## config.mk

```make
export PLATFORM = sky130hd
export DESIGN_NAME = aibl_loader
export DESIGN_NICKNAME = d
export VERILOG_FILES = /design/src/rtl/aibl_pkg.sv /design/src/rtl/aibl_cfg_if.sv /design/src/rtl/aibl_loader.sv /design/src/rtl/aibl_check.sv /design/src/rtl/aibl_dma_test.sv
export VERILOG_INCLUDE_DIRS = /design/src /design/src/rtl
export SDC_FILE = /design/constraint.sdc
export NUM_CORES = 1
export LEC_CHECK = 0
export ABC_AREA = 1
export ABC_CLOCK_PERIOD_IN_PS = 10600
export BUFFER_PORTS_ARGS = -buffer_cell sky130_fd_sc_hd__buf_2
export CORE_AREA = 2 2 265 214
export CTS_CLUSTER_SIZE = 10
export DETAILED_ROUTE_END_ITERATION = 8
export DIE_AREA = 0 0 267 216
export GPL_TIMING_DRIVEN = 0
export PLACE_DENSITY_LB_ADDON = 0.3
export SLEW_MARGIN = 20
export SYNTH_ARGS = -nofsm -noshare
export SYNTH_HDL_FRONTEND = slang
export SYNTH_SLANG_ARGS = --single-unit
```

## constraint.sdc

```tcl
create_clock -name i_ref_clk -period 10.6 [get_ports i_ref_clk]
set_input_delay 2.12 -clock i_ref_clk [delete_from_list [all_inputs] [get_ports i_ref_clk]]
set_output_delay 2.12 -clock i_ref_clk [all_outputs]
set_load 0.05 [all_outputs]
```

## src/rtl/aibl_regs.svh

```systemverilog
// Offsets, field positions, reset values and timing counts of the init-block loader
`ifndef AIBL_REGS_SVH
`define AIBL_REGS_SVH
// ----------------------------------------
// Register port byte offsets
// ----------------------------------------
`define AIBL_OFS_CMDSTS 3'h0
`define AIBL_OFS_ADR 3'h2
`define AIBL_OFS_DAT 3'h4
`define AIBL_OFS_ADX 3'h6
// ----------------------------------------
// Command/status bit positions
// ----------------------------------------
`define AIBL_CMD_INT_ADAPTER 15
`define AIBL_CMD_EXECUTE 12
`define AIBL_CMD_SYS_INT 7
`define AIBL_STS_INIT_RST 1'b1
// ----------------------------------------
// Block placement in adapter RAM
// ----------------------------------------
`define AIBL_BLK_ADX 16'h0001
`define AIBL_BLK_ADR 16'h0a00
`define AIBL_BLK_BYTES 16'h0016
`define AIBL_BLK_WORDS 11
`define AIBL_W_OPT 0
`define AIBL_W_VEC_CS_TX 1
`define AIBL_W_VEC_RX_RING 2
`define AIBL_W_VEC_FREE_FATAL 3
`define AIBL_W_RXB 4
`define AIBL_W_TXB 5
`define AIBL_W_ABT 6
`define AIBL_W_SCBH 7
`define AIBL_W_SCBL 8
`define AIBL_W_SSBH 9
`define AIBL_W_SSBL 10
// ----------------------------------------
// Option word bits (option bit n sits at vector position 15-n)
// ----------------------------------------
`define AIBL_OPT_ONE 15
`define AIBL_OPT_PAR_A 14
`define AIBL_OPT_PAR_B 13
`define AIBL_OPT_CSB_BURST 12
`define AIBL_OPT_LIST_BURST 11
`define AIBL_OPT_LSTAT_BURST 10
`define AIBL_OPT_RX_BURST 9
`define AIBL_OPT_TX_BURST 8
`define AIBL_OPT_RSV8 7
`define AIBL_OPT_LLC 6
`define AIBL_OPT_RSV_MASK 16'h003f
// ----------------------------------------
// Initialization error codes
// ----------------------------------------
`define AIBL_E_NONE 4'h0
`define AIBL_E_SHORT 4'h1
`define AIBL_E_OPT 4'h2
`define AIBL_E_RXB 4'h3
`define AIBL_E_TXB 4'h4
`define AIBL_E_ABT 4'h5
`define AIBL_E_SCB 4'h6
`define AIBL_E_SSB 4'h7
`define AIBL_E_DIOPAR 4'h8
`define AIBL_E_TMO 4'h9
`define AIBL_E_DMAPAR 4'ha
`define AIBL_E_BUS 4'hb
`define AIBL_E_DATA 4'hc
// ----------------------------------------
// DMA burst lengths in bytes and test patterns
// ----------------------------------------
`define AIBL_SCB_RD_BYTES 8'h06
`define AIBL_SCB_CLR_BYTES 8'h02
`define AIBL_SSB_BYTES 8'h08
`define AIBL_LIST_BYTES 8'h1a
`define AIBL_STEAL_BYTES 8'h02
`define AIBL_PAT 112'h0000c1e2d48bffffd1d7c5d9c3d4
// ----------------------------------------
// Timing
// ----------------------------------------
`define AIBL_CLK_HZ 40000000
`define AIBL_DMA_TMO_S 11
`endif

```

## src/rtl/aibl_pkg.sv

```systemverilog
// Types shared by the init-block loader modules
package aibl_pkg;
  typedef enum logic [4:0] {
    ST_IDLE = 5'b00001,
    ST_CHECK = 5'b00010,
    ST_TEST = 5'b00100,
    ST_DONE = 5'b01000,
    ST_FAIL = 5'b10000
  } aibl_state_t;
  typedef enum logic [2:0] {
    T_IDLE = 3'b001,
    T_REQ = 3'b010,
    T_WAIT = 3'b100
  } aibl_tst_state_t;
  typedef enum logic [3:0] {
    EV_NONE = 4'h0,
    EV_CMD_STATUS = 4'h1,
    EV_TRANSMIT = 4'h2,
    EV_RECEIVE = 4'h3,
    EV_RX_PENDING = 4'h4,
    EV_RING_STATUS = 4'h5,
    EV_LLC_STATUS = 4'h6,
    EV_TIMER = 4'h7,
    EV_CMD_FREED = 4'h8,
    EV_FATAL = 4'h9
  } aibl_irq_ev_t;
  typedef logic [3:0] aibl_code_t;
endpackage : aibl_pkg

```

## src/rtl/aibl_cfg_if.sv

```systemverilog
// Interface carrying the loaded block and test control between loader modules
`timescale 1ns/1ps
`include "aibl_regs.svh"
interface aibl_cfg_if;
  import aibl_pkg::*;
  logic [15:0] blk [`AIBL_BLK_WORDS];
  logic all_written;
  logic dio_par_err;
  logic llc_present;
  logic start;
  aibl_code_t chk_code;
  aibl_code_t tst_code;
  logic tst_done;
  modport top (output blk, all_written, dio_par_err, llc_present, start,
               input chk_code, tst_code, tst_done);
  modport chk (input blk, all_written, dio_par_err, llc_present, output chk_code);
  modport tst (input blk, start, output tst_code, tst_done);
endinterface : aibl_cfg_if

```

## src/rtl/aibl_loader.sv

```systemverilog
// Adapter initialization-block loader: host window, validation, DMA test, config
//
// How it works
// - Both parity bits set: odd parity checked on data-port writes into the block and DMA.
// - Command/status block burst option: 6-byte read, 2-byte clear, 8-byte write.
// - List burst option fetches lists in 26-byte bursts, else cycle steal.
// - List-status burst option selects burst write-back of list status.
// - Receive-data burst option selects bursts capped by receive burst size.
// - Transmit-data burst option selects bursts capped by transmit burst size.
// - Link-layer bit enables the link-layer interface; needs that firmware present.
// - Command-status, transmit, receive vectors driven on matching status updates.
// - Ring-status vector for ring, link, timer; separate free and fatal vectors.
// - Receive burst cap; zero means all, ignored in cycle steal, must be even.
// - Transmit burst cap applies always; zero means all; must be even.
// - Abort word: high byte bus-error attempts, low byte parity-error attempts.
// - Each data-port write lands at the next RAM location.
// - Success clears initialize, test, error; block patterns stay in host memory.
// - Failure sets error and the code field; only reset recovers.
// - A test transfer stuck for 11 seconds reports a DMA timeout.
// - DMA test writes then reads back both blocks and compares.
//
// Decided for this implementation: the register addresses and the address-and-strobe port.
`timescale 1ns/1ps
`include "aibl_regs.svh"
module aibl_loader #(
  parameter int unsigned DMA_TMO_CYC = `AIBL_DMA_TMO_S * `AIBL_CLK_HZ
) (
  // Clock and reset
  input wire logic i_ref_clk,
  input wire logic i_rst,
  // Register port
  input wire logic [2:0] i_addr,
  input wire logic [15:0] i_wdata,
  input wire logic i_wpar,
  input wire logic i_wr,
  input wire logic i_rd,
  output logic [15:0] o_rdata,
  // Firmware presence
  input wire logic i_llc_present,
  // Host DMA channel
  output logic o_dma_req,
  output logic o_dma_write,
  output logic [31:0] o_dma_addr,
  output logic [15:0] o_dma_wdata,
  output logic o_dma_burst,
  output logic [7:0] o_dma_len,
  input wire logic i_dma_done,
  input wire logic [15:0] i_dma_rdata,
  input wire logic i_dma_bus_err,
  input wire logic i_dma_par_err,
  // Run-time configuration
  output logic o_cfg_valid,
  output logic o_parity_on,
  output logic o_cmd_stat_block_burst,
  output logic o_list_burst,
  output logic [7:0] o_list_len,
  output logic o_lstat_burst,
  output logic o_rx_burst,
  output logic o_tx_burst,
  output logic o_link_layer_on,
  output logic [15:0] o_rx_burst_cap,
  output logic [15:0] o_tx_burst_cap,
  output logic [7:0] o_bus_err_tries,
  output logic [7:0] o_par_err_tries,
  // Interrupt vector onto the host bus
  input wire aibl_pkg::aibl_irq_ev_t i_irq_event,
  output logic [7:0] o_irq_vec,
  output logic o_irq_vec_valid
);
  import aibl_pkg::*;
  aibl_cfg_if cfg ();
  aibl_state_t state;
  logic [15:0] host_ext_address_reg;
  logic [15:0] host_address_reg;
  logic [15:0] blk [`AIBL_BLK_WORDS];
  logic [`AIBL_BLK_WORDS-1:0] wrote;
  logic dio_par_err;
  logic sts_init;
  logic sts_err;
  aibl_code_t sts_code;
  logic sys_int;
  logic start;
  // ----------------------------------------
  // Register decode
  // ----------------------------------------
  wire wr_cmd = i_wr && (i_addr == `AIBL_OFS_CMDSTS);
  wire wr_adr = i_wr && (i_addr == `AIBL_OFS_ADR);
  wire wr_dat = i_wr && (i_addr == `AIBL_OFS_DAT);
  wire wr_adx = i_wr && (i_addr == `AIBL_OFS_ADX);
  wire rd_dat = i_rd && (i_addr == `AIBL_OFS_DAT);
  wire [15:0] blk_off = host_address_reg - `AIBL_BLK_ADR;
  wire in_blk = (host_ext_address_reg == `AIBL_BLK_ADX) && (host_address_reg >= `AIBL_BLK_ADR)
                && (blk_off < `AIBL_BLK_BYTES) && !host_address_reg[0];
  wire [3:0] widx = blk_off[4:1];
  wire par_bad = !(^{i_wdata, i_wpar});
  wire go = wr_cmd && i_wdata[`AIBL_CMD_INT_ADAPTER] && i_wdata[`AIBL_CMD_EXECUTE]
            && (state == ST_IDLE) && sts_init;
  wire [15:0] sts_word = {8'h00, sys_int, sts_init, 1'b0, sts_err, sts_code};
  wire [15:0] rd_val = (i_addr == `AIBL_OFS_CMDSTS) ? sts_word :
                       (i_addr == `AIBL_OFS_ADR) ? host_address_reg :
                       (i_addr == `AIBL_OFS_ADX) ? host_ext_address_reg :
                       (i_addr == `AIBL_OFS_DAT && in_blk) ? blk[widx] : 16'h0000;
  // ----------------------------------------
  // Host address window
  // ----------------------------------------
  always_ff @(posedge i_ref_clk)
  begin
    if (i_rst)
      host_ext_address_reg <= 16'h0000;
    else if (wr_adx)
      host_ext_address_reg <= i_wdata;
  end
  // Reads of the data port step the address too, so the block image streams out
  always_ff @(posedge i_ref_clk)
  begin
    if (i_rst)
      host_address_reg <= 16'h0000;
    else if (wr_adr)
      host_address_reg <= i_wdata;
    else if (wr_dat || rd_dat)
      host_address_reg <= host_address_reg + 16'h0002;
  end
  // ----------------------------------------
  // Block RAM image
  // ----------------------------------------
  always_ff @(posedge i_ref_clk)
  begin
    if (i_rst)
    begin
      wrote <= '0;
      dio_par_err <= 1'b0;
      for (int i = 0; i < `AIBL_BLK_WORDS; i++)
        blk[i] <= 16'h0000;
    end
    else if (wr_dat && in_blk)
    begin
      blk[widx] <= i_wdata;
      wrote[widx] <= 1'b1;
      dio_par_err <= dio_par_err | par_bad;
    end
  end
  for (genvar g = 0; g < `AIBL_BLK_WORDS; g++)
  begin : g_blk
    assign cfg.blk[g] = blk[g];
  end
  assign cfg.all_written = &wrote;
  assign cfg.dio_par_err = dio_par_err;
  assign cfg.llc_present = i_llc_present;
  assign cfg.start = start;
  // ----------------------------------------
  // Initialization sequence and status
  // ----------------------------------------
  always_ff @(posedge i_ref_clk)
  begin
    if (i_rst)
    begin
      state <= ST_IDLE;
      start <= 1'b0;
      sts_init <= `AIBL_STS_INIT_RST;
      sts_err <= 1'b0;
      sts_code <= `AIBL_E_NONE;
    end
    else
    begin
      start <= 1'b0;
      unique case (state)
        ST_IDLE:
          if (go)
            state <= ST_CHECK;
        ST_CHECK:
          if (cfg.chk_code != `AIBL_E_NONE)
          begin
            sts_err <= 1'b1;
            sts_code <= cfg.chk_code;
            state <= ST_FAIL;
          end
          else
          begin
            start <= 1'b1;
            state <= ST_TEST;
          end
        ST_TEST:
          if (cfg.tst_done && !start)
          begin
            if (cfg.tst_code != `AIBL_E_NONE)
            begin
              sts_err <= 1'b1;
              sts_code <= cfg.tst_code;
              state <= ST_FAIL;
            end
            else
            begin
              sts_init <= 1'b0;
              state <= ST_DONE;
            end
          end
        // Only a reset leaves these
        ST_DONE, ST_FAIL:
          state <= state;
      endcase
    end
  end
  // A vector going out raises the system interrupt; a set beats a same-cycle clear
  always_ff @(posedge i_ref_clk)
  begin
    if (i_rst)
      sys_int <= 1'b0;
    else if (o_irq_vec_valid)
      sys_int <= 1'b1;
    else if (wr_cmd && !i_wdata[`AIBL_CMD_SYS_INT])
      sys_int <= 1'b0;
  end
  always_ff @(posedge i_ref_clk)
  begin
    if (i_rst)
      o_rdata <= 16'h0000;
    else
      o_rdata <= i_rd ? rd_val : 16'h0000;
  end
  // ----------------------------------------
  // Run-time configuration, valid only after success
  // ----------------------------------------
  wire cfg_ok = state == ST_DONE;
  wire [15:0] opt = blk[`AIBL_W_OPT];
  wire rxb = opt[`AIBL_OPT_RX_BURST];
  always_ff @(posedge i_ref_clk)
  begin
    if (i_rst || !cfg_ok)
    begin
      o_cfg_valid <= 1'b0;
      o_parity_on <= 1'b0;
      o_cmd_stat_block_burst <= 1'b0;
      o_list_burst <= 1'b0;
      o_list_len <= 8'h00;
      o_lstat_burst <= 1'b0;
      o_rx_burst <= 1'b0;
      o_tx_burst <= 1'b0;
      o_link_layer_on <= 1'b0;
      o_rx_burst_cap <= 16'h0000;
      o_tx_burst_cap <= 16'h0000;
      o_bus_err_tries <= 8'h00;
      o_par_err_tries <= 8'h00;
    end
    else
    begin
      o_cfg_valid <= 1'b1;
      o_parity_on <= opt[`AIBL_OPT_PAR_A] & opt[`AIBL_OPT_PAR_B];
      o_cmd_stat_block_burst <= opt[`AIBL_OPT_CSB_BURST];
      o_list_burst <= opt[`AIBL_OPT_LIST_BURST];
      o_list_len <= opt[`AIBL_OPT_LIST_BURST] ? `AIBL_LIST_BYTES : `AIBL_STEAL_BYTES;
      o_lstat_burst <= opt[`AIBL_OPT_LSTAT_BURST];
      o_rx_burst <= rxb;
      o_tx_burst <= opt[`AIBL_OPT_TX_BURST];
      o_link_layer_on <= opt[`AIBL_OPT_LLC];
      // Cycle steal ignores the receive cap, so it reads as zero then
      o_rx_burst_cap <= rxb ? blk[`AIBL_W_RXB] : 16'h0000;
      o_tx_burst_cap <= blk[`AIBL_W_TXB];
      o_bus_err_tries <= blk[`AIBL_W_ABT][15:8];
      o_par_err_tries <= blk[`AIBL_W_ABT][7:0];
    end
  end
  // ----------------------------------------
  // Interrupt vector selection
  // ----------------------------------------
  wire [15:0] v1 = blk[`AIBL_W_VEC_CS_TX];
  wire [15:0] v2 = blk[`AIBL_W_VEC_RX_RING];
  wire [15:0] v3 = blk[`AIBL_W_VEC_FREE_FATAL];
  wire [7:0] vec_sel =
    (i_irq_event == EV_CMD_STATUS) ? v1[15:8] :
    (i_irq_event == EV_TRANSMIT) ? v1[7:0] :
    (i_irq_event == EV_RECEIVE || i_irq_event == EV_RX_PENDING) ? v2[15:8] :
    (i_irq_event == EV_CMD_FREED) ? v3[15:8] :
    (i_irq_event == EV_FATAL) ? v3[7:0] : v2[7:0];
  always_ff @(posedge i_ref_clk)
  begin
    if (i_rst)
    begin
      o_irq_vec <= 8'h00;
      o_irq_vec_valid <= 1'b0;
    end
    else
    begin
      o_irq_vec_valid <= cfg_ok && (i_irq_event != EV_NONE);
      o_irq_vec <= (cfg_ok && i_irq_event != EV_NONE) ? vec_sel : 8'h00;
    end
  end
  // ----------------------------------------
  // Submodules
  // ----------------------------------------
  aibl_check u_check (
    .cfg(cfg.chk)
  );
  aibl_dma_test #(
    .TMO_CYC(DMA_TMO_CYC)
  ) u_dma_test (
    .i_ref_clk(i_ref_clk),
    .i_rst(i_rst),
    .cfg(cfg.tst),
    .o_dma_req(o_dma_req),
    .o_dma_write(o_dma_write),
    .o_dma_addr(o_dma_addr),
    .o_dma_wdata(o_dma_wdata),
    .o_dma_burst(o_dma_burst),
    .o_dma_len(o_dma_len),
    .i_dma_done(i_dma_done),
    .i_dma_rdata(i_dma_rdata),
    .i_dma_bus_err(i_dma_bus_err),
    .i_dma_par_err(i_dma_par_err)
  );
endmodule : aibl_loader

```

## src/rtl/aibl_check.sv

```systemverilog
// Field validation of the loaded initialization block
`timescale 1ns/1ps
`include "aibl_regs.svh"
module aibl_check (
  // Loaded block and verdict
  aibl_cfg_if.chk cfg
);
  import aibl_pkg::*;
  wire [15:0] opt = cfg.blk[`AIBL_W_OPT];
  wire par_mix = opt[`AIBL_OPT_PAR_A] != opt[`AIBL_OPT_PAR_B];
  wire par_on = opt[`AIBL_OPT_PAR_A] & opt[`AIBL_OPT_PAR_B];
  wire llc_bad = opt[`AIBL_OPT_LLC] && !cfg.llc_present;
  wire rsv_bad = !opt[`AIBL_OPT_ONE] || opt[`AIBL_OPT_RSV8] || |(opt & `AIBL_OPT_RSV_MASK);
  wire opt_bad = rsv_bad || par_mix || llc_bad;
  // ----------------------------------------
  // First violation wins, in error-code order
  // ----------------------------------------
  assign cfg.chk_code =
    !cfg.all_written ? `AIBL_E_SHORT :
    opt_bad ? `AIBL_E_OPT :
    cfg.blk[`AIBL_W_RXB][0] ? `AIBL_E_RXB :
    cfg.blk[`AIBL_W_TXB][0] ? `AIBL_E_TXB :
    (cfg.blk[`AIBL_W_ABT] == 16'h0000) ? `AIBL_E_ABT :
    cfg.blk[`AIBL_W_SCBL][0] ? `AIBL_E_SCB :
    cfg.blk[`AIBL_W_SSBL][0] ? `AIBL_E_SSB :
    (par_on && cfg.dio_par_err) ? `AIBL_E_DIOPAR :
    `AIBL_E_NONE;
endmodule : aibl_check

```

## src/rtl/aibl_dma_test.sv

```systemverilog
// DMA write/read-back test of the command and status blocks
`timescale 1ns/1ps
`include "aibl_regs.svh"
module aibl_dma_test #(
  parameter int unsigned TMO_CYC = 1
) (
  // Clock and reset
  input wire logic i_ref_clk,
  input wire logic i_rst,
  // Block contents and test control
  aibl_cfg_if.tst cfg,
  // Host DMA channel
  output logic o_dma_req,
  output logic o_dma_write,
  output logic [31:0] o_dma_addr,
  output logic [15:0] o_dma_wdata,
  output logic o_dma_burst,
  output logic [7:0] o_dma_len,
  input wire logic i_dma_done,
  input wire logic [15:0] i_dma_rdata,
  input wire logic i_dma_bus_err,
  input wire logic i_dma_par_err
);
  import aibl_pkg::*;
  localparam logic [3:0] NWR = 4'd7;
  localparam logic [3:0] LAST = 4'd13;
  localparam logic [111:0] PAT = `AIBL_PAT;
  aibl_tst_state_t state;
  logic [3:0] idx;
  logic [7:0] bus_try;
  logic [7:0] par_try;
  logic [31:0] tmo;
  logic [15:0] pat_w [7];
  // Seven words: three command-block words, then four status-block words
  for (genvar g = 0; g < 7; g++)
  begin : g_pat
    assign pat_w[g] = PAT[111 - 16 * g -: 16];
  end
  wire is_wr = idx < NWR;
  wire [3:0] widx = is_wr ? idx : idx - NWR;
  wire in_ssb = widx >= 4'd3;
  wire [3:0] woff = in_ssb ? widx - 4'd3 : widx;
  wire [31:0] host_command_block = {cfg.blk[`AIBL_W_SCBH], cfg.blk[`AIBL_W_SCBL]};
  wire [31:0] host_status_block = {cfg.blk[`AIBL_W_SSBH], cfg.blk[`AIBL_W_SSBL]};
  wire [31:0] addr = (in_ssb ? host_status_block : host_command_block) + {27'h0, woff, 1'b0};
  wire [15:0] opt = cfg.blk[`AIBL_W_OPT];
  wire burst = opt[`AIBL_OPT_CSB_BURST];
  wire par_on = opt[`AIBL_OPT_PAR_A] & opt[`AIBL_OPT_PAR_B];
  wire [7:0] len = !burst ? `AIBL_STEAL_BYTES : in_ssb ? `AIBL_SSB_BYTES :
                   is_wr ? `AIBL_SCB_CLR_BYTES : `AIBL_SCB_RD_BYTES;
  wire [7:0] bus_lim = cfg.blk[`AIBL_W_ABT][15:8];
  wire [7:0] par_lim = cfg.blk[`AIBL_W_ABT][7:0];
  wire bus_out = ({1'b0, bus_try} + 9'd1) >= {1'b0, bus_lim};
  wire par_out = ({1'b0, par_try} + 9'd1) >= {1'b0, par_lim};
  wire par_hit = i_dma_par_err && par_on;
  wire miss = !is_wr && (i_dma_rdata != pat_w[widx[2:0]]);
  wire tmo_hit = tmo >= TMO_CYC;
  // ----------------------------------------
  // Test sequencer
  // ----------------------------------------
  always_ff @(posedge i_ref_clk)
  begin
    if (i_rst)
    begin
      state <= T_IDLE;
      idx <= 4'd0;
      bus_try <= 8'h00;
      par_try <= 8'h00;
      tmo <= 32'h0;
      cfg.tst_done <= 1'b0;
      cfg.tst_code <= `AIBL_E_NONE;
      o_dma_req <= 1'b0;
      o_dma_write <= 1'b0;
      o_dma_addr <= 32'h0;
      o_dma_wdata <= 16'h0000;
      o_dma_burst <= 1'b0;
      o_dma_len <= 8'h00;
    end
    else
    begin
      o_dma_req <= 1'b0;
      unique case (state)
        T_IDLE:
        begin
          if (cfg.start)
          begin
            idx <= 4'd0;
            bus_try <= 8'h00;
            par_try <= 8'h00;
            cfg.tst_done <= 1'b0;
            state <= T_REQ;
          end
        end
        T_REQ:
        begin
          o_dma_req <= 1'b1;
          o_dma_write <= is_wr;
          o_dma_addr <= addr;
          o_dma_wdata <= is_wr ? pat_w[widx[2:0]] : 16'h0000;
          o_dma_burst <= burst;
          o_dma_len <= len;
          tmo <= 32'h0;
          state <= T_WAIT;
        end
        T_WAIT:
        begin
          tmo <= tmo + 32'h1;
          if (i_dma_done)
          begin
            state <= T_REQ;
            if (i_dma_bus_err)
            begin
              bus_try <= bus_try + 8'h01;
              if (bus_out)
              begin
                cfg.tst_code <= `AIBL_E_BUS;
                cfg.tst_done <= 1'b1;
                state <= T_IDLE;
              end
            end
            else if (par_hit)
            begin
              par_try <= par_try + 8'h01;
              if (par_out)
              begin
                cfg.tst_code <= `AIBL_E_DMAPAR;
                cfg.tst_done <= 1'b1;
                state <= T_IDLE;
              end
            end
            else if (miss || idx == LAST)
            begin
              cfg.tst_code <= miss ? `AIBL_E_DATA : `AIBL_E_NONE;
              cfg.tst_done <= 1'b1;
              state <= T_IDLE;
            end
            else
            begin
              idx <= idx + 4'd1;
              bus_try <= 8'h00;
              par_try <= 8'h00;
            end
          end
          else if (tmo_hit)
          begin
            cfg.tst_code <= `AIBL_E_TMO;
            cfg.tst_done <= 1'b1;
            state <= T_IDLE;
          end
        end
      endcase
    end
  end
endmodule : aibl_dma_test

```

* Word-level counts from Yosys, hierarchy flattened
Memories as Yosys holds them, arrays and structs flattened. Cells that the tools add are included.
Cells by class: multiplexer cells 100, bitwise gates (word level) 10, eq/ne operators 40, reduce and logical (&&, ||, !) cells 68, $lt $le $gt $ge 10, add/sub/neg operators 11
Operators by type and width (number):
- $mux W16 | 9
- $mux W8 | 16
- $mux W4 | 27
- $pmux W32 S2 | 1
- $add A32 B1 Y32 const B | 1
- $add A32 B5 Y32 | 1
- $ge A32 B29 Y1 const B | 1
- $mux W32 | 1
- $pmux W8 S2 | 2
- $mux W5 | 5
- $mux W1 | 23
- $logic_and A1 B1 Y1 | 22
- $add A8 B1 Y9 const B | 2
- $ge A9 B8 Y1 | 2
- $mux W3 | 6
- $ne A2 B2 Y1 const B | 9
- $reduce_xor A17 Y1 | 1
- $add A16 B2 Y16 const B | 1
- $add A8 B1 Y8 const B | 2
- $eq A16 B1 Y1 const B | 1
- $ge A16 B12 Y1 const B | 1
- $logic_not A16 Y1 | 1
- $lt A16 B5 Y1 const B | 1
- $ne A16 B16 Y1 | 1
- 54 further kinds | 102
Word-level totals: logic and storage cells 281, register bits 265, ROM bits 128, bits of input ports 48, memories kept 2, bits in writable memories 176, output and inout bits 148
Memories:
- blk | words 11, bits a word 16, rd ports 12, clocked after Yosys merged registers in 0, write ports 11, RTL line aibl_loader.sv:75 | logic [15:0] blk [`AIBL_BLK_WORDS];
- (no name shown) | words 8, bits a word 16, rd ports 1, clocked after Yosys merged registers in 0, write ports 0, RTL line aibl_dma_test.sv:56 | wire miss = !is_wr && (i_dma_rdata != pat_w[widx[2:0]]);

* Logic depth before layout (Yosys ltp)
Gate-level depths: netlist of run 1.
word-level depth 14, gate-level depth with buffers 28, mapped depth without buffers 24

* Cells and area by module
A second synthesis of run 1 with hierarchy kept.
Second synthesis, totals: cell total of the unflattened synthesis 3114, area, all modules 24775.0 um2
By module, submodules not included:
- aibl_loader | instances 1, sequential area each 10309.9 um2, area each 16961.3 um2, cells an instance 1867
- aibl_dma_test | instances 1, sequential area each 2182.1 um2, area each 7596.0 um2, cells an instance 1201
- aibl_check | instances 1, sequential area each 0.0 um2, area each 217.7 um2, cells an instance 46

* Least setup slack after synthesis of run 1
No wires, ideal clock.
path type in2reg, from input port i_addr[0], to memory blk[5][0] (enable), setup time 0.372 ns, stages on the path 15, path buffers 2, slack 6.230 ns, data required time 10.228 ns, arrival time 3.998 ns, cell sequence nor2_1 nand2_1 inv_1 nand2_1 nor4_1 nand2_1 nor2_4 nand2_2 buf_4 inv_2 nand2_1 inv_2 nand2_2 buf_2 nand2_1
RTL lines:
- from (decl) | RTL line aibl_loader.sv:32 | input wire logic [2:0] i_addr,
- to (decl) | RTL line aibl_loader.sv:75

* Worst setup path in the final report of run 1
from register u_dma_test.idx[0], to register u_dma_test.o_dma_addr[21]
On the way: cells in the longest elaborated chain, start to end 5, elaborated cells between the ends (all ways) 8, classes of those cells add/sub (3); order compare (2); mux (3)
Ends and longest elaborated chain:
- from (decl) | RTL line aibl_dma_test.sv:29 | logic [3:0] idx;
- from (signal assigned) | RTL line aibl_dma_test.sv:139 | idx <= idx + 4'd1;
- $sub A4 B3 Y4 or $lt A4 B3 Y1 (tied branches) | RTL line aibl_dma_test.sv:40, aibl_dma_test.sv:39
- $mux W4 (*) | RTL line aibl_dma_test.sv:40 | wire [3:0] widx = is_wr ? idx : idx - NWR;
- $sub A4 B2 Y4 or $ge A4 B2 Y1 (tied branches) | RTL line aibl_dma_test.sv:42, aibl_dma_test.sv:41
- $mux W4 or $mux W32 (tied branches) | RTL line aibl_dma_test.sv:42, aibl_dma_test.sv:45
- $add A32 B5 Y32 (*) | RTL line aibl_dma_test.sv:45 | wire [31:0] addr = (in_ssb ? host_status_block : host_command_block) + {27'h0, woff, 1'b0};
- to (signal assigned) | RTL line aibl_dma_test.sv:98 | o_dma_addr <= addr;
- to (decl) | RTL line aibl_dma_test.sv:15 | output logic [31:0] o_dma_addr,
Every way passes the cells marked *; elsewhere a longest branch is shown, timed or not. A chain may end at the register's enable or synchronous reset.

==> impl_metrics.tcl, run 1 <==
set metrics [dict create \
    via_per_inst 5.60 \
    drt_pass1_iterations 6 \
    cts_tree "built" \
    cts_max_level 2 \
    final_hold_viol_count 0 \
    grt_max_degree 17 \
    reg_top3 "blk x256, u_dma_test.o_dma_addr x32, u_dma_test.tmo x32" \
    largest_register_ffs 256 \
    cp.arrival_ps 5880 \
    clk_latency_ps 630 \
    ctsHoldBuffers 0 \
    crit_family "simple AND/OR/NAND/NOR gates" \
    antenna_found_initial 6 \
    timing.final.crit_share 0.506 \
    cp-end-kind "register" \
    critPathKind "reg -> reg" \
    synth_top_area_cell "edfxtp_1" \
    seq_area_mm2 0.0125 \
    synthArstFlopShare 0 \
    rsz0062_at_grt "false" \
    yosysTopAreaCellShare 0.293 \
    grt_usage 0.317 \
    ant_nets 0 \
    startpoint_type "register" \
    synth_area_leaders "edfxtp_1, dfxtp_1, nand2_1, nor2_1, a21oi_1" \
    wl_per_cell_um 22.5 \
    cts_root_buffer "clkbuf_16" \
    start_util 0.447 \
    layout.nets 3433 \
    critPathMaxFanout 10 \
    tns_ps 0 \
    routed_wl_mm 93.2 \
    post-route-drc-count 0 \
    combPwrFrac 0.093 \
    place_ws_ps 5170 \
    dp_hpwl_mm 68.7 \
    postCtsResizedCells 0 \
    synth_edf_count 240 \
    grt_pass1_wl_mm 134 \
    fp.coreArea_mm2 0.0550 \
    status "finished, final reports clean" \
    netlist_instances 3013 \
    switching_share 0.259 \
    crit_required_ps 11120 \
    drt_iter0_markers 3575 \
    rows 77 \
    first_global_vias 20800 \
    slowest_delay_ps 470 \
    yosys_warnings 0 \
    vdd_drop_max_uv 117 \
    setup_viol 0 \
    finalClockSkew_ps 21.4 \
    path_buf_inv 6 \
    drv_slew 0 \
    period_needed_ps 5360 \
    relSlewSlack 0.161 \
    p_sw_w 0.00115 \
    clkPwrFrac 0.431 \
    p_leak_nw 11.8 \
    slowest_stage "clkbuf_1" \
    largest-register "blk" \
    p_int_w 0.00330 \
    powerDensity_mw_per_mm2 156 \
    fill_cells 5263 \
    diodes 0 \
    cts_sinks 504 \
    pwr-share-seq 0.476 \
    seq_area_frac_synth 0.509 \
    worst_slack_ps 5240 \
    synthFlopType "dfxtp_1" \
    die_h_um 216 \
    ys_seq_elements 504 \
    ioPinCount 196 \
    gp_congestion 1.03 \
    drive_gt1_frac 0.113 \
    hp-class "reg -> reg" \
    multi_input_area_mm2 0.0104 \
    clkTransAtPathRegs_ps 60 \
    die_w_um 267 \
    drv_cap 0 \
    grt_remaining_overflow 0 \
    area_growth_pct 16.1 \
    dieArea_mm2 0.0577 \
    io_buffers 184 \
    syn-cell-area_mm2 0.0246 \
    max_slew.worst_pin.slew_ps 1260 \
    numCtsBuffers 58 \
    clock.fmax_mhz 187 \
    yosysUniqueCellTypes 62 \
    post_cts_buffers 0 \
    cts.path.max_buffers 3 \
    vias 23200 \
    syn-mean-instance-area_um2 8.15 \
]
==> final cells by class <==
class / instances / share of cell area
clock buffers: 98 / 0.0605
inverters: 342 / 0.0450
flip-flops and latches: 504 / 0.438
multi-input cells: 2110 / 0.365
well taps: 750 / 0.0329
repair buffers: 184 / 0.0323
clock inverters: 2 / 0.00123
plain buffers: 146 / 0.0252
==> worst register-to-register path: stages, from the launching register on <==
cell      delay [ps]
dfxtp_1          440
ha_1             260
nand2_4          110
nand2_4          130
nand2_1           60
nand2_1          240
ha_1             290
inv_1             90
nand3_2          130
buf_6            190
buf_6            160
buf_2            300
clkbuf_1         480
o21ai_0          370
ha_1             320
fa_1             410
a21oi_1          180
nor2_1            70
nor2_1           280
nor2_2           120
nand2_2          110
inv_2             70
nand2_1           80
nor2_2            50
nand3_1           60
nand2_1           50
nor2_1           120
nor2_1            50
==> power by group through the flow <==
stage | Clock, W | Sequential, W | Combinational (W)
2_1_floorplan | 0 | 0.00217 | 0.000220
3_3_place_gp | 0 | 0.00216 | 0.000391
3_5_place_dp | 0 | 0.00216 | 0.000391
4_1_cts | 0.00192 | 0.00212 | 0.000393
5_1_grt | 0.00200 | 0.00212 | 0.000433
6_report | 0.00192 | 0.00212 | 0.000412
==> layer usage <==
layer	part of all wire	vias up	global-route usage
met3	0.13	194	0.0803
met4	0.041	2	0.120
met1	0.41	10900	0.451
met5	0.00014	-	0
met2	0.42	1467	0.462
li1	-	10600	-
==> cell usage in the layout (no fill, tap or decap), types with 10 or more instances in the layout <==
cell       netlist  final
a211oi_1        13     13
a21oi_1        261    261
a221oi_1        11     11
a31oi_1         13     13
buf_2           17    201
buf_4           20     20
buf_6           10     10
clkbuf_1        93    125
clkbuf_16        0     62
clkinv_1        13     13
conb_1           1     90
dfxtp_1        264    264
edfxtp_1       240    240
ha_1            38     38
inv_1          324    324
nand2_1        502    502
nand2_2         16     16
nand3_1        148    148
nand4_1         45     45
nor2_1         473    473
nor2_2          17     17
nor3_1          47     46
nor4_1          19     19
o211ai_1        23     23
o21ai_0        216    216
o21ai_1         18     18
o21ai_2         10     10
o221ai_1        10     10
o22ai_1         11     11
xnor2_1         15     15
xor2_1          31     31
==> stage by stage <==
| step | utilization | instance area [um2] | total power (W) | hold slack (ps) | std cells |
|---|---|---|---|---|---|
| 5_1_grt | 0.519 | 28500 | 0.00456 | 451 | 4136 |
| 4_1_cts | 0.518 | 28500 | 0.00443 | 440 | 4136 |
| 3_5_place_dp | 0.486 | 26800 | 0.00255 | 425 | 4036 |
| 2_1_floorplan | - | 24900 | 0.00239 | 406 | 3102 |
| 6_report | 0.519 | 28500 | 0.00445 | 443 | 4136 |
| 3_3_place_gp | 0.486 | 26800 | 0.00255 | 421 | 4036 |
==> cells in the mapped netlist (31+ instances only) <==
master / n
inv_1: 324
dfxtp_1: 264
nor3_1: 47
clkbuf_1: 93
nor2_1: 473
a21oi_1: 261
edfxtp_1: 240
xor2_1: 31
o21ai_0: 216
nand3_1: 148
ha_1: 38
nand2_1: 502
nand4_1: 45
==> path summary, 6_finish.rpt <==
check | cells past startpoint | slack [ps] | to | from
worst max-delay path | 27 | 5240 | u_dma_test.o_dma_addr[21] | u_dma_test.idx[0]
worst min-delay path | 1 | 440 | u_dma_test.tmo[30] | u_dma_test.tmo[30]
worst max register to register | 27 | 5240 | u_dma_test.o_dma_addr[21] | u_dma_test.idx[0]
worst min register to register | 1 | 440 | u_dma_test.tmo[30] | u_dma_test.tmo[30]
==> logic make-up after synthesis <==
kind of cell             Yosys count  synth area share
AND/OR/NAND/NOR                 1315             0.232
AO/OA/AOI/OAI                    619             0.141
flip-flops                       504             0.509
adder cells (fa/ha/maj)           39            0.0202
XOR/XNOR                          46            0.0164
multiplexers                       1          0.000407
buffers and inverters            488            0.0815
other                              1          0.000153
Note: power is estimated with default switching activity, not from simulation.
==> run 2: changes to the inputs <==
- ABC_AREA: 1 -> 0
- ABC_CLOCK_PERIOD_IN_PS: 10600 -> 5420
- CORE_AREA: 2 2 265 214 -> 2 2 263 213
- DIE_AREA: 0 0 267 216 -> 0 0 265 215
- clock period: 10.6 -> 5.42 ns (I/O delays scaled with it)
==> impl_metrics.tcl, run 2 <==
set metrics [dict create \
    startpoint_type "register" \
    reg_top3 "blk x256, u_dma_test.o_dma_addr x32, u_dma_test.tmo x32" \
    final_cell_mix "dfxtp_1, edfxtp_1, nor2_1" \
    yosys_warnings 0 \
    dp_cells 3281 \
    synth_top_area_cell "edfxtp_1" \
    hold_depth 2 \
    synth_top_family_by_area "simple AND/OR/NAND/NOR gates" \
    layout.nets 2720 \
    largest_register_ffs 256 \
    max_slew.worst_pin.slew_ps 1160 \
    fp.coreArea_mm2 0.0545 \
    dp_hpwl_mm 62.6 \
    synth_area_leaders "edfxtp_1, dfxtp_1, mux4_2, and2_1, nor2_1" \
    io_buffers 184 \
    clock.fmax_mhz 190 \
    synthMuxAreaShare 0.115 \
    post-route-drc-count 0 \
    rows 77 \
    crit_required_ps 5920 \
    synthFlopType "dfxtp_1" \
    relSlewSlack 0.228 \
    clkTransAtPathRegs_ps 60 \
    switching_share 0.247 \
    yosysUniqueCellTypes 96 \
    fill_cells 4837 \
    timing.final.crit_share 0.973 \
    drive_gt1_frac 0.177 \
    start_util 0.446 \
    numCtsBuffers 57 \
    rr_worst_depth 21 \
    routed_wl_mm 82.4 \
    ioPinCount 196 \
    finalClockSkew_ps 27.4 \
    multi_input_area_mm2 0.0113 \
    synth_xor_area_frac 0.0220 \
    synth_adder_area_share 0.0204 \
    ant_nets 0 \
    fin_area_mm2 0.0284 \
    die_h_um 215 \
    worst_slack_ps 148 \
    p_int_w 0.00631 \
    rsz0062_at_grt "false" \
    pwr-share-seq 0.496 \
    antenna_found_initial 9 \
    cp.arrival_ps 5770 \
    wl_per_cell_um 24.3 \
    area_growth_pct 16.8 \
    grt_usage 0.285 \
    clkPwrFrac 0.425 \
    final_common_cell "dfxtp_1" \
    netlist_instances 2289 \
    synthArstFlopShare 0 \
    cts.path.max_buffers 3 \
    yosysTopAreaCellShare 0.297 \
    status "finished, final reports clean" \
    cts_root_buffer "clkbuf_16" \
    ys_seq_elements 504 \
    cp-end-kind "register" \
    final_hold_viol_count 0 \
    powerDensity_mw_per_mm2 295 \
    combPwrFrac 0.079 \
    grt_max_degree 20 \
    synth_simple_gate_area_share 0.193 \
    largest-register "blk" \
    setup_viol 0 \
    vias 20000 \
    critPathKind "reg -> reg" \
    syn-cell-area_mm2 0.0243 \
    fin_cells 3386 \
    drt_iter0_markers 2824 \
    tns_ps 0 \
    clk_latency_ps 630 \
    seq_area_frac_synth 0.514 \
    die_w_um 265 \
    vdd_drop_max_uv 207 \
    syn-mean-instance-area_um2 10.6 \
    drt_pass1_iterations 6 \
    cts_sinks 504 \
    place_ws_ps -1400 \
    placed_area_mm2 0.0266 \
    seq_area_mm2 0.0125 \
    p_leak_nw 10.8 \
    grt_pass1_wl_mm 121 \
    period_needed_ps 5270 \
    grt_remaining_overflow 0 \
    p_sw_w 0.00207 \
    hp-class "reg -> reg" \
    first_global_vias 18700 \
    critPathMaxFanout 19 \
    synth-compound-area-share 0.0964 \
    synth_common_cells "dfxtp_1, edfxtp_1, nor2_1, nand2_1, a21oi_1" \
    drv_slew 0 \
    cts_tree "built" \
    drv_cap 0 \
    power.total_w 0.00838 \
    cts_max_level 2 \
    dieArea_mm2 0.0570 \
    synth_edf_count 240 \
    via_per_inst 5.90 \
    yosysMostFrequentCell "dfxtp_1" \
    gp_congestion 0.975 \
]
## run 2: changes by cell type after synthesis, moves of 27 or more
| cell | change |
|---|---|
| and2_1 | +138 |
| xnor2_1 | +28 |
| nor2_1 | -253 |
| mux2i_1 | +70 |
| nand4_1 | -28 |
| a21oi_1 | -111 |
| inv_1 | -263 |
| o21ai_0 | -155 |
| and3_1 | +35 |
| mux2_2 | +27 |
| mux4_2 | +78 |
| nand2_1 | -289 |
| nand3_1 | -58 |
## run 2: worst paths after layout
check	from	endpoint	slack [ps]
min reg2reg	u_dma_test.o_dma_addr[22]	u_dma_test.o_dma_addr[22]	450
max reg2reg	u_dma_test.idx[0]	u_dma_test.o_dma_addr[28]	150
min	u_dma_test.o_dma_addr[22]	u_dma_test.o_dma_addr[22]	450
max	u_dma_test.idx[0]	u_dma_test.o_dma_addr[28]	150
## run 2: repair_timing
item                       4_1_cts  5_1_grt
setup endpoints to repair       28       11
resized for setup               15        4
hold buffers                     0        0
setup buffers                    0        5
## run 2: final cells by class
type,count,area share
diodes,3,0.000264
plain buffers,158,0.0256
clock buffers,95,0.0571
clock inverters,3,0.00145
inverters,64,0.00859
multi-input cells,1650,0.398
flip-flops and latches,504,0.440
well taps,711,0.0313
repair buffers,198,0.0375
## run 2: metal layers
layer,track usage,vias up,part of all wire
li1,-,8884,-
met1,0.421,9730,0.43
met2,0.409,1211,0.41
met3,0.0681,162,0.12
met4,0.0938,4,0.034
met5,0,-,0.00040
## run 2: worst max-delay path, stage by stage, from the launching register on
cell and delay [ps]:
dfxtp_1 340, ha_2 260, buf_6 160, a21o_1 310
nand2_1 120, a21boi_4 260, ha_4 200, o21bai_2 160
buf_6 210, buf_4 230, buf_8 230, buf_6 220
mux2_2 410, ha_1 290, a21o_1 130, a21oi_1 110
nor2b_1 220, nor2_4 100, or2_2 400, nor4_4 330
nor3_2 120, a311o_1 320
## run 2: logic make-up (layout without fill, tap and decap cells)
logic type	after synthesis	after routing
other cells	1	93
buf+inv	224	518
flops	504	504
simple gates	915	915
compound gates	368	368
xor+xnor	61	61
mux	177	177
fa+ha+maj	39	39
## run 2: stage by stage
stage               hold WS, ps  utilization
finish                      452        0.521
global route                471        0.521
CTS                         453        0.519
detailed placement          445        0.488
global placement            437        0.485
floorplan                   433            -
## run 2: power by group through the flow
stage	Combinational (W)	Clock (W)	Sequential [W]
final	0.000663	0.00357	0.00415
after global routing	0.000700	0.00374	0.00416
after CTS	0.000643	0.00360	0.00415
after detailed placement	0.000639	0	0.00423
after global placement	0.000625	0	0.00423
after floorplan	0.000388	0	0.00421
